## config.mk

```make
export PLATFORM = sky130hd
export DESIGN_NAME = cvff_top
export DESIGN_NICKNAME = d
export VERILOG_FILES = /design/src/inc/cvff_pkg.sv /design/src/logic/cvff_live_flags.sv /design/src/logic/cvff_sticky.sv /design/src/logic/cvff_top.sv
export SDC_FILE = /design/constraint.sdc
export NUM_CORES = 1
export LEC_CHECK = 0
export BUFFER_PORTS_ARGS = -buffer_cell sky130_fd_sc_hd__buf_2
export CAP_MARGIN = 25
export CORE_MARGIN = 5
export CORE_UTILIZATION = 40
export DETAILED_ROUTE_END_ITERATION = 7
export PLACE_DENSITY = 0.68
export SLEW_MARGIN = 20
export SYNTH_ARGS = -nofsm -noshare
export SYNTH_HDL_FRONTEND = slang
export SYNTH_HIERARCHICAL = 1
export SYNTH_SLANG_ARGS = --single-unit
export TNS_END_PERCENT = 10
```

## constraint.sdc

```tcl
create_clock -name aclk -period 2.6 [get_ports aclk]
set_clock_uncertainty 0.2 [all_clocks]
set_input_delay 0.13 -clock aclk [delete_from_list [all_inputs] [get_ports aclk]]
set_output_delay 0.13 -clock aclk [all_outputs]
set_load 0.01 [all_outputs]
```

## src/inc/cvff_pkg.sv

```systemverilog
// Package for the cell voltage fault flag bank.
// Assumes one clock domain and AXI4-Lite register access with 32-bit data.
package cvff_pkg;

	// Bus widths
	localparam int CVFF_ADDR_W = 18;
	localparam int CVFF_DATA_W = 32;
	localparam int CVFF_CELLS  = 16;

	// Register indices; byte address is four times the index
	localparam logic [15:0] CVFF_IDX_UV       = 16'h7F1C;
	localparam logic [15:0] CVFF_IDX_OV       = 16'h7F1E;
	localparam logic [15:0] CVFF_IDX_IRQ_STAT = 16'h7F24;
	localparam logic [15:0] CVFF_IDX_IRQ_MASK = 16'h7F25;

	// Byte addresses derived from the indices
	localparam logic [17:0] CVFF_ADDR_UV       = {CVFF_IDX_UV, 2'b00};
	localparam logic [17:0] CVFF_ADDR_OV       = {CVFF_IDX_OV, 2'b00};
	localparam logic [17:0] CVFF_ADDR_IRQ_STAT = {CVFF_IDX_IRQ_STAT, 2'b00};
	localparam logic [17:0] CVFF_ADDR_IRQ_MASK = {CVFF_IDX_IRQ_MASK, 2'b00};

	// Field positions inside the interrupt status and mask words
	localparam int CVFF_IRQ_UV_LSB = 0;
	localparam int CVFF_IRQ_OV_LSB = 16;

	// Reset values, and the fixed upper half read from the flag words
	localparam logic [15:0] CVFF_FLAGS_RST = 16'h0000;
	localparam logic [31:0] CVFF_STAT_RST  = 32'h00000000;
	localparam logic [31:0] CVFF_MASK_RST  = 32'h00000000;
	localparam logic [15:0] CVFF_RSVD_HI   = 16'h0000;

	// Response codes
	localparam logic [1:0] CVFF_RESP_OKAY   = 2'h0;
	localparam logic [1:0] CVFF_RESP_SLVERR = 2'h2;

	// Per-cell flag pair: under-voltage in the low half, over in the high
	typedef struct packed {
		logic [15:0] ov;
		logic [15:0] uv;
	} cvff_cells_s;

	// Write channel sequencer
	typedef enum logic [1:0] {
		CVFF_WR_WAIT = 2'b01,
		CVFF_WR_RESP = 2'b10
	} cvff_wr_e;

	// Read channel sequencer
	typedef enum logic [1:0] {
		CVFF_RD_IDLE = 2'b01,
		CVFF_RD_DATA = 2'b10
	} cvff_rd_e;

endpackage : cvff_pkg

```

## src/logic/cvff_live_flags.sv

```systemverilog
// Live flag register for one word of per-cell voltage conditions.
// Assumes the conditions come from monitor logic on the same clock.
`timescale 1ns/1ps
`default_nettype none

module cvff_live_flags
	import cvff_pkg::*;
#(
	parameter int W = CVFF_CELLS
) (
	input  wire logic         aclk,
	input  wire logic         aresetn,
	input  wire logic         ce,
	input  wire logic [W-1:0] cond,
	output logic      [W-1:0] flag_q,
	output logic      [W-1:0] rise
);

	// Flags track the live condition, no latching
	always_ff @(posedge aclk) begin
		if (!aresetn) begin
			flag_q <= W'(CVFF_FLAGS_RST);
		end else if (ce) begin
			flag_q <= cond;
		end
	end

	// A flag about to go from clear to set is an event
	assign rise = cond & ~flag_q & {W{ce}};

endmodule : cvff_live_flags

`default_nettype wire

```

## src/logic/cvff_sticky.sv

```systemverilog
// Sticky interrupt status with read-to-clear and mask gating.
// Assumes event and clear pulses are on the same clock.
`timescale 1ns/1ps
`default_nettype none

module cvff_sticky
	import cvff_pkg::*;
#(
	parameter int W = CVFF_DATA_W
) (
	input  wire logic         aclk,
	input  wire logic         aresetn,
	input  wire logic         ce,
	input  wire logic [W-1:0] set,
	input  wire logic         clr,
	input  wire logic [W-1:0] mask,
	output logic      [W-1:0] stat_q,
	output logic              irq
);

	// Set wins over a clear in the same cycle
	always_ff @(posedge aclk) begin
		if (!aresetn) begin
			stat_q <= W'(CVFF_STAT_RST);
		end else if (ce) begin
			stat_q <= (stat_q & ~{W{clr}}) | set;
		end
	end

	// Level interrupt while any unmasked bit stands
	assign irq = |(stat_q & mask);

	a_set_not_lost : assert property (@(posedge aclk) disable iff (!aresetn)
		ce && (set != '0) |=> (stat_q & $past(set)) == $past(set))
		else $error("sticky event lost");

endmodule : cvff_sticky

`default_nettype wire

```

## src/logic/cvff_top.sv

```systemverilog
// Cell voltage fault flag bank with AXI4-Lite register access.
// Assumes conditions come from monitor logic clocked by aclk.
//
// The AXI4-Lite interface to the registers was chosen for this implementation.
`timescale 1ns/1ps
`default_nettype none

module cvff_top
	import cvff_pkg::*;
#(
	parameter int ADDR_W = CVFF_ADDR_W
) (
	input  wire logic              aclk,
	input  wire logic              aresetn,
	input  wire logic              ce,
	input  wire logic [15:0]       uv_cond,
	input  wire logic [15:0]       ov_cond,
	output cvff_cells_s            cell_flags,
	output logic                   irq,
	input  wire logic [ADDR_W-1:0] s_axi_awaddr,
	input  wire logic [2:0]        s_axi_awprot,
	input  wire logic              s_axi_awvalid,
	output logic                   s_axi_awready,
	input  wire logic [31:0]       s_axi_wdata,
	input  wire logic [3:0]        s_axi_wstrb,
	input  wire logic              s_axi_wvalid,
	output logic                   s_axi_wready,
	output logic [1:0]             s_axi_bresp,
	output logic                   s_axi_bvalid,
	input  wire logic              s_axi_bready,
	input  wire logic [ADDR_W-1:0] s_axi_araddr,
	input  wire logic [2:0]        s_axi_arprot,
	input  wire logic              s_axi_arvalid,
	output logic                   s_axi_arready,
	output logic [31:0]            s_axi_rdata,
	output logic [1:0]             s_axi_rresp,
	output logic                   s_axi_rvalid,
	input  wire logic              s_axi_rready
);

	cvff_cells_s       flags_q;
	cvff_cells_s       rise_s;
	logic [31:0]       stat_w;
	logic [31:0]       mask_q;
	logic              stat_clr;
	cvff_wr_e          wr_state_q;
	cvff_rd_e          rd_state_q;
	logic              aw_got_q;
	logic [ADDR_W-1:0] aw_addr_q;
	logic              w_got_q;
	logic [31:0]       w_data_q;
	logic [3:0]        w_strb_q;
	logic [1:0]        bresp_q;
	logic [31:0]       rdata_q;
	logic [1:0]        rresp_q;
	logic              aw_hs;
	logic              w_hs;
	logic              ar_hs;
	logic              wr_commit;
	logic [15:0]       wr_idx;
	logic [15:0]       rd_idx;
	logic              wr_hit;
	logic [31:0]       rd_word;
	logic [1:0]        rd_resp;
	logic              unused_prot;

	// Protection bits carry no meaning here
	assign unused_prot = ^{s_axi_awprot, s_axi_arprot};

	// Under-voltage flags, cell n at bit n-1
	cvff_live_flags #(
		.W (CVFF_CELLS)
	) u_uv_flags (
		.aclk    (aclk),
		.aresetn (aresetn),
		.ce      (ce),
		.cond    (uv_cond),
		.flag_q  (flags_q.uv),
		.rise    (rise_s.uv)
	);

	// Over-voltage flags, same layout
	cvff_live_flags #(
		.W (CVFF_CELLS)
	) u_ov_flags (
		.aclk    (aclk),
		.aresetn (aresetn),
		.ce      (ce),
		.cond    (ov_cond),
		.flag_q  (flags_q.ov),
		.rise    (rise_s.ov)
	);

	// Flags leave the block straight from their flip-flops
	assign cell_flags = flags_q;

	// Sticky event status; each rising flag sets its bit
	cvff_sticky #(
		.W (CVFF_DATA_W)
	) u_sticky (
		.aclk    (aclk),
		.aresetn (aresetn),
		.ce      (ce),
		.set     (rise_s),
		.clr     (stat_clr),
		.mask    (mask_q),
		.stat_q  (stat_w),
		.irq     (irq)
	);

	// Channel handshakes; a frozen block accepts nothing
	assign s_axi_awready = ce && (wr_state_q == CVFF_WR_WAIT) && !aw_got_q;
	assign s_axi_wready  = ce && (wr_state_q == CVFF_WR_WAIT) && !w_got_q;
	assign s_axi_arready = ce && (rd_state_q == CVFF_RD_IDLE);
	assign aw_hs         = s_axi_awvalid && s_axi_awready;
	assign w_hs          = s_axi_wvalid && s_axi_wready;
	assign ar_hs         = s_axi_arvalid && s_axi_arready;
	assign wr_commit     = ce && (wr_state_q == CVFF_WR_WAIT)
		&& aw_got_q && w_got_q;

	// Word index of each access
	assign wr_idx = aw_addr_q[17:2];
	assign rd_idx = s_axi_araddr[17:2];

	// Write address and data are held until both have arrived
	always_ff @(posedge aclk) begin
		if (!aresetn) begin
			aw_got_q  <= 1'b0;
			aw_addr_q <= '0;
		end else if (ce) begin
			if (aw_hs) begin
				aw_got_q  <= 1'b1;
				aw_addr_q <= s_axi_awaddr;
			end else if (wr_commit) begin
				aw_got_q <= 1'b0;
			end
		end
	end

	// Write data holding register
	always_ff @(posedge aclk) begin
		if (!aresetn) begin
			w_got_q  <= 1'b0;
			w_data_q <= '0;
			w_strb_q <= '0;
		end else if (ce) begin
			if (w_hs) begin
				w_got_q  <= 1'b1;
				w_data_q <= s_axi_wdata;
				w_strb_q <= s_axi_wstrb;
			end else if (wr_commit) begin
				w_got_q <= 1'b0;
			end
		end
	end

	// Flag words accept writes but store nothing
	assign wr_hit = (wr_idx == CVFF_IDX_UV) || (wr_idx == CVFF_IDX_OV)
		|| (wr_idx == CVFF_IDX_IRQ_STAT)
		|| (wr_idx == CVFF_IDX_IRQ_MASK);

	// Write sequencer: commit, then answer
	always_ff @(posedge aclk) begin
		if (!aresetn) begin
			wr_state_q <= CVFF_WR_WAIT;
			bresp_q    <= CVFF_RESP_OKAY;
		end else if (ce) begin
			case (wr_state_q)
				CVFF_WR_WAIT: begin
					if (wr_commit) begin
						wr_state_q <= CVFF_WR_RESP;
						bresp_q    <= wr_hit ? CVFF_RESP_OKAY
							: CVFF_RESP_SLVERR;
					end
				end
				CVFF_WR_RESP: begin
					if (s_axi_bready) begin
						wr_state_q <= CVFF_WR_WAIT;
					end
				end
				default: begin
					wr_state_q <= CVFF_WR_WAIT;
				end
			endcase
		end
	end

	assign s_axi_bvalid = (wr_state_q == CVFF_WR_RESP);
	assign s_axi_bresp  = bresp_q;

	// Interrupt mask, byte lanes honoured
	always_ff @(posedge aclk) begin
		if (!aresetn) begin
			mask_q <= CVFF_MASK_RST;
		end else if (ce && wr_commit && (wr_idx == CVFF_IDX_IRQ_MASK)) begin
			for (int b = 0; b < 4; b++) begin
				if (w_strb_q[b]) begin
					mask_q[8*b +: 8] <= w_data_q[8*b +: 8];
				end
			end
		end
	end

	// A full-lane write to the mask lands on the next edge
	a_mask_write : assert property (@(posedge aclk)
		disable iff (!aresetn)
		wr_commit && (wr_idx == CVFF_IDX_IRQ_MASK) && (w_strb_q == 4'hF)
		|=> mask_q == $past(w_data_q))
		else $error("mask write not stored");

	// Read word selection; upper half of flag words reads zero
	always_comb begin
		rd_word = '0;
		rd_resp = CVFF_RESP_OKAY;
		case (rd_idx)
			CVFF_IDX_UV: begin
				rd_word = {CVFF_RSVD_HI, flags_q.uv};
			end
			CVFF_IDX_OV: begin
				rd_word = {CVFF_RSVD_HI, flags_q.ov};
			end
			CVFF_IDX_IRQ_STAT: begin
				rd_word = stat_w;
			end
			CVFF_IDX_IRQ_MASK: begin
				rd_word = mask_q;
			end
			default: begin
				rd_resp = CVFF_RESP_SLVERR;
			end
		endcase
	end

	// Reading the status word clears what it returned
	assign stat_clr = ar_hs && (rd_idx == CVFF_IDX_IRQ_STAT);

	// After a status read only events of the accept cycle may stand
	a_stat_read_clear : assert property (@(posedge aclk)
		disable iff (!aresetn)
		stat_clr |=> (stat_w & ~$past(rise_s)) == '0)
		else $error("status not cleared by read");

	// Read sequencer: capture word, hold until taken
	always_ff @(posedge aclk) begin
		if (!aresetn) begin
			rd_state_q <= CVFF_RD_IDLE;
			rdata_q    <= '0;
			rresp_q    <= CVFF_RESP_OKAY;
		end else if (ce) begin
			case (rd_state_q)
				CVFF_RD_IDLE: begin
					if (ar_hs) begin
						rd_state_q <= CVFF_RD_DATA;
						rdata_q    <= rd_word;
						rresp_q    <= rd_resp;
					end
				end
				CVFF_RD_DATA: begin
					if (s_axi_rready) begin
						rd_state_q <= CVFF_RD_IDLE;
					end
				end
				default: begin
					rd_state_q <= CVFF_RD_IDLE;
				end
			endcase
		end
	end

	assign s_axi_rvalid = (rd_state_q == CVFF_RD_DATA);
	assign s_axi_rdata  = rdata_q;
	assign s_axi_rresp  = rresp_q;

	// Under-voltage word read returns the flags of the accept cycle
	a_uv_read_word : assert property (@(posedge aclk)
		disable iff (!aresetn)
		ar_hs && (rd_idx == CVFF_IDX_UV)
		|=> s_axi_rvalid && (s_axi_rdata == {16'h0000, $past(flags_q.uv)}))
		else $error("under-voltage word read mismatch");

	// Each under-voltage flag follows its cell one cycle later
	a_uv_flag_live : assert property (@(posedge aclk)
		disable iff (!aresetn)
		ce |=> flags_q.uv == $past(uv_cond))
		else $error("under-voltage flag not tracking cell");

	// Over-voltage word read returns the flags of the accept cycle
	a_ov_read_word : assert property (@(posedge aclk)
		disable iff (!aresetn)
		ar_hs && (rd_idx == CVFF_IDX_OV)
		|=> s_axi_rvalid && (s_axi_rdata == {16'h0000, $past(flags_q.ov)}))
		else $error("over-voltage word read mismatch");

	// Over-voltage flag 15 is set by the second cycle of its condition
	a_ov_flag_live : assert property (@(posedge aclk)
		disable iff (!aresetn)
		(ce && ov_cond[15]) [*2] |-> flags_q.ov[15])
		else $error("over-voltage flag missing");

	// Each over-voltage flag follows its cell one cycle later
	a_ov_flag_track : assert property (@(posedge aclk)
		disable iff (!aresetn)
		ce |=> flags_q.ov == $past(ov_cond))
		else $error("over-voltage flag not tracking cell");

	// A write to a flag word changes neither mask nor flags
	a_ro_write_kept : assert property (@(posedge aclk)
		disable iff (!aresetn)
		wr_commit && ((wr_idx == CVFF_IDX_UV) || (wr_idx == CVFF_IDX_OV))
		|=> (mask_q == $past(mask_q))
			&& (flags_q == {$past(ov_cond), $past(uv_cond)})
			&& (s_axi_bresp == CVFF_RESP_OKAY) && s_axi_bvalid)
		else $error("write to read-only flags had an effect");

	// Flags and status clear at reset
	a_reset_zero : assert property (@(posedge aclk)
		!aresetn |=> (flags_q == '0) && (stat_w == '0) && !irq)
		else $error("flags not zero after reset");

	// Flags drop once all conditions are gone
	a_no_latch : assert property (@(posedge aclk)
		disable iff (!aresetn)
		ce && (uv_cond == '0) && (ov_cond == '0) |=> flags_q == '0)
		else $error("flag latched after condition ended");

	// Write answer holds until taken
	a_bvalid_hold : assert property (@(posedge aclk)
		disable iff (!aresetn)
		s_axi_bvalid && !s_axi_bready |=> s_axi_bvalid
			&& $stable(s_axi_bresp))
		else $error("write response dropped early");

	// A low enable freezes flags, status, mask and both sequencers
	a_ce_freeze : assert property (@(posedge aclk)
		disable iff (!aresetn)
		!ce |=> $stable(flags_q) && $stable(stat_w) && $stable(mask_q)
			&& $stable(wr_state_q) && $stable(rd_state_q))
		else $error("state moved while enable was low");

endmodule : cvff_top

`default_nettype wire

```

==> run summary <==
The final global-route overflow total is 0. Relative to the synthesized area, the layout overhead comes to 35.3%. The initial core utilization is 40.6%.

The final weighted congestion in routability-driven placement is 0.855. The reported leakage power came out at 4.66 nW. The number of CTS-inserted buffers came out at 17. The destination of the worst hold path is s_axi_rresp[1]. The violation count after the first detailed-route iteration is 610. The share of post-route cells with drive strength above 1 came out at 20.7%. The type of the worst setup path is primary input to flip-flop. Port buffering added 179 buffers. The die outline width came out at 154 microns. The cell chosen for the clock root is clkbuf_16. The power per unit of standard cell area came out at 587 mW/mm^2.

Fill cells in the final layout number 1778. The number of warnings reported in the yosys synthesis log is 6. The summed instance area of the synthesized netlist came out at 0.00825 sq mm. The type of origin of the critical path is a primary input. The area of the die came out at 0.0236 sq mm. Post-CTS timing repair inserted 0 buffers for setup. The number of instances in the synthesized netlist is 880.

For this run, design rule violations remaining after detail routing come to 0. The smallest setup slack after layout came out at 0.217 ns. IR analysis of the VDD net gives a maximum drop of 0.489 mV.

The first detailed-routing pass ran for 5 iterations. The total area inside the core boundary comes to 0.0203 sq mm. The maximum number of pins on one net before global-route repair is 103.

The final layout contains routed wiring with a total length of 24500 microns. The most numerous cell type found on the critical path is dlygate4sd3_1. Dividing the detail-routed wire length by the instance count gives 17.0 microns.

The post-synthesis sequential element count is 188. For this design the top-level I/O count stands at 192. In this run the most critical hold path is launched from s_axi_araddr[6]. The worst hold path depth came out at 4. The worst-case register-to-register setup slack came out at 0.22 ns. The sequential share of the synthesized area is 45.6%. The maximum buffer depth of the clock tree is 2. The total of endpoints with negative setup slack in the final report is 0. Adding up every negative setup slack in the final design gives 0 ns. The worst hold path belongs to the class primary input to flip-flop.

The number of synthesized flops with an enable pin came out at 0. In the layout the commonest cells are nand2_1 (211), dfxtp_1 (188), buf_2 (177), dlygate4sd3_1 (124), mux2i_1 (110). The length in cells of the worst reg-to-reg path is 5. The design draws 6.55 mW. The average instance area after synthesis came out at 9.37 sq um.

The signal on the critical path passes through dlygate4sd3_1, buf_4, and4bb_2, and2_1, nand2_1, a21boi_0, dlygate4sd3_1. The number of antenna violations at the first check in global routing came out at 0. Among all flip-flop cells after synthesis, the most frequent one is dfxtp_1. The total number of clock tree sinks is 188.

The global-route usage over all layers came out at 20.5%. The endpoint of the worst register-to-register path is aw_addr_q[11]. Counting distinct cell types in the post-synthesis netlist gives 45. The critical path required time came out at 2.78 ns. The worst slack at placement is 0.375 ns. At the worst endpoint, the arrival time is 2.56 ns. The final max-slew violation count was 0. In this run the critical register-to-register path is launched from aw_got_q. Setup repair after global routing left no endpoint under its margin. The clock edge transition at the registers on the reported setup and hold paths is 0.07 ns. At the end of the flow, the number of nets in the layout was 1275. The maximum clock frequency came out at 420 MHz. The flow ran to the end, and the final reports show no timing, DRC or antenna violations. The worst setup path is captured at a flip-flop.

The detail-routed via count per cell is 5.07. The total number of vias is 7299. The TritonCTS clock tree is built. The half-perimeter wire length after detailed placement came out at 16900 microns.

The clock network latency to the later pin of the worst-skew pair came out at 0.43 ns. The count of endpoints failing hold in the final timing report is 0. The most frequent standard cell in the layout excluding fill and tap cells is nand2_1.

The row count is 52. The number of nets with antenna violations after detailed routing came out at 0. The H-tree depth came out at 4. The time the worst path needs with I/O delays and setup came out at 2.38 ns. The pin slew with the least headroom to its limit came out at 0.646 ns.

The first global-routing pass estimated 39100 microns of wire. Of all nets on the critical path, the largest fanout is 16. The number of global-route vias before repair came out at 7196. The slowest cell on the critical path is dlygate4sd3_1. The max-capacitance violation count came out at 0. Of the available clock period, the critical path in the final layout requires 91.7%. In this run the vertical extent of the chip is 154 microns. The async set-or-reset flop fraction in the synthesized netlist came out at 0%. In this design, the stage delay of the slowest critical-path cell is 0.57 ns. The worst-case headroom to the max-slew limit came out at 56.9%. The post-cts repair resize count is 0. The total inserted antenna cells came out at 0.
final cells by class:
| type | instances | area [sq um] | area share (%) |
|---|---|---|---|
| clock inverter | 13 | 188 | 1.68 |
| clock buffer | 18 | 429 | 3.85 |
| timing repair buffer | 317 | 2270 | 20.4 |
| tap | 270 | 338 | 3.03 |
| sequential | 188 | 3760 | 33.7 |
| multi-input combinational | 633 | 4170 | 37.3 |
metal layers:
layer | vias to the layer above | global-route usage [%] | part of all wire [%]
met2 | 243 | 33.3 | 46
li1 | 3596 | - | -
met1 | 3426 | 27.5 | 45
met4 | 0 | 5.42 | 1.8
met3 | 34 | 4.89 | 6.5
met5 | - | 0 | 0
cell families after synthesis:
logic type | share of synthesized area [%]
buffers and inverters | 3.90
and+or+nand+nor | 23.1
muxes | 13.3
DFF | 45.6
AOI/OAI and AO/OA | 14.0
other | 0.0455
metrics by stage:
stage	instance area, sq um	hold WS [ns]	instances	utilization (%)
after floorplan	8250	0.0582	881	-
after global placement	9300	0.171	1284	45.8
after detailed placement	9300	0.184	1284	45.8
after CTS	11200	0.0485	1439	55.0
after global routing	11200	0.0777	1439	55.0
final	11200	0.0528	1439	55.0
flip-flops by register name (all words and copies together), names as in the netlist, 2 cells and up:
name and flops:
aw_addr_q 16, u_sticky/stat_q 32, w_strb_q 4, rd_state_q 2, u_uv_flags/flag_q 16, w_data_q 32, mask_q 32, s_axi_rdata 32
u_ov_flags/flag_q 16, wr_state_q 2
cells in the mapped netlist (all sizes together) (2+ instances only):
cell | number | area [sq um]
nand2 | 212 | 798
dfxtp | 188 | 3760
a22oi | 48 | 370
and3 | 2 | 13.8
nor4b | 2 | 38.8
a21boi | 56 | 420
and2 | 3 | 18.8
nor2b | 65 | 407
nand4 | 5 | 31.3
nand4b | 2 | 23.8
o22a | 16 | 140
clkbuf | 31 | 120
nand3 | 8 | 57.6
nor2 | 7 | 26.3
mux2i | 110 | 1100
and3b | 31 | 275
nand2b | 4 | 25.0
a21oi | 5 | 25.0
buf | 29 | 201
and4bb | 4 | 50.1
or4 | 2 | 15.0
o21ai | 38 | 190
nor3 | 6 | 75.1
what timing repair did:
action / 4_1_cts / 5_1_grt
hold buffers: 124 / 0
hold endpoints to repair: 112 / 0
endpoints found under the setup margin: 0 / 0
worst max path at each step:
stage | startpoint | end | slack [ns]
6_report | ce | aw_addr_q[11] | 0.22
5_1_grt | aw_got_q | aw_addr_q[9] | 0.08
4_1_cts | w_got_q | w_data_q[9] | 0.29
3_5_place_dp | rd_state_q[1] | u_sticky/stat_q[7] | 0.38
3_3_place_gp | rd_state_q[1] | u_sticky/stat_q[19] | 0.45
2_1_floorplan | rd_state_q[1] | u_sticky/stat_q[11] | 0.60
critical path, delay by kind of cell:
kind / cells / cell delay (ns)
buffers and inverters: 3 / 1.29
AND/OR/NAND/NOR: 3 / 0.94
AO/OA/AOI/OAI: 1 / 0.21
power breakdown:
group | switching (mW) | internal [mW]
combinational | 0.341 | 0.379
clock | 1.15 | 1.62
sequential | 0.0814 | 2.98
Power figures use the tool's default switching activity.
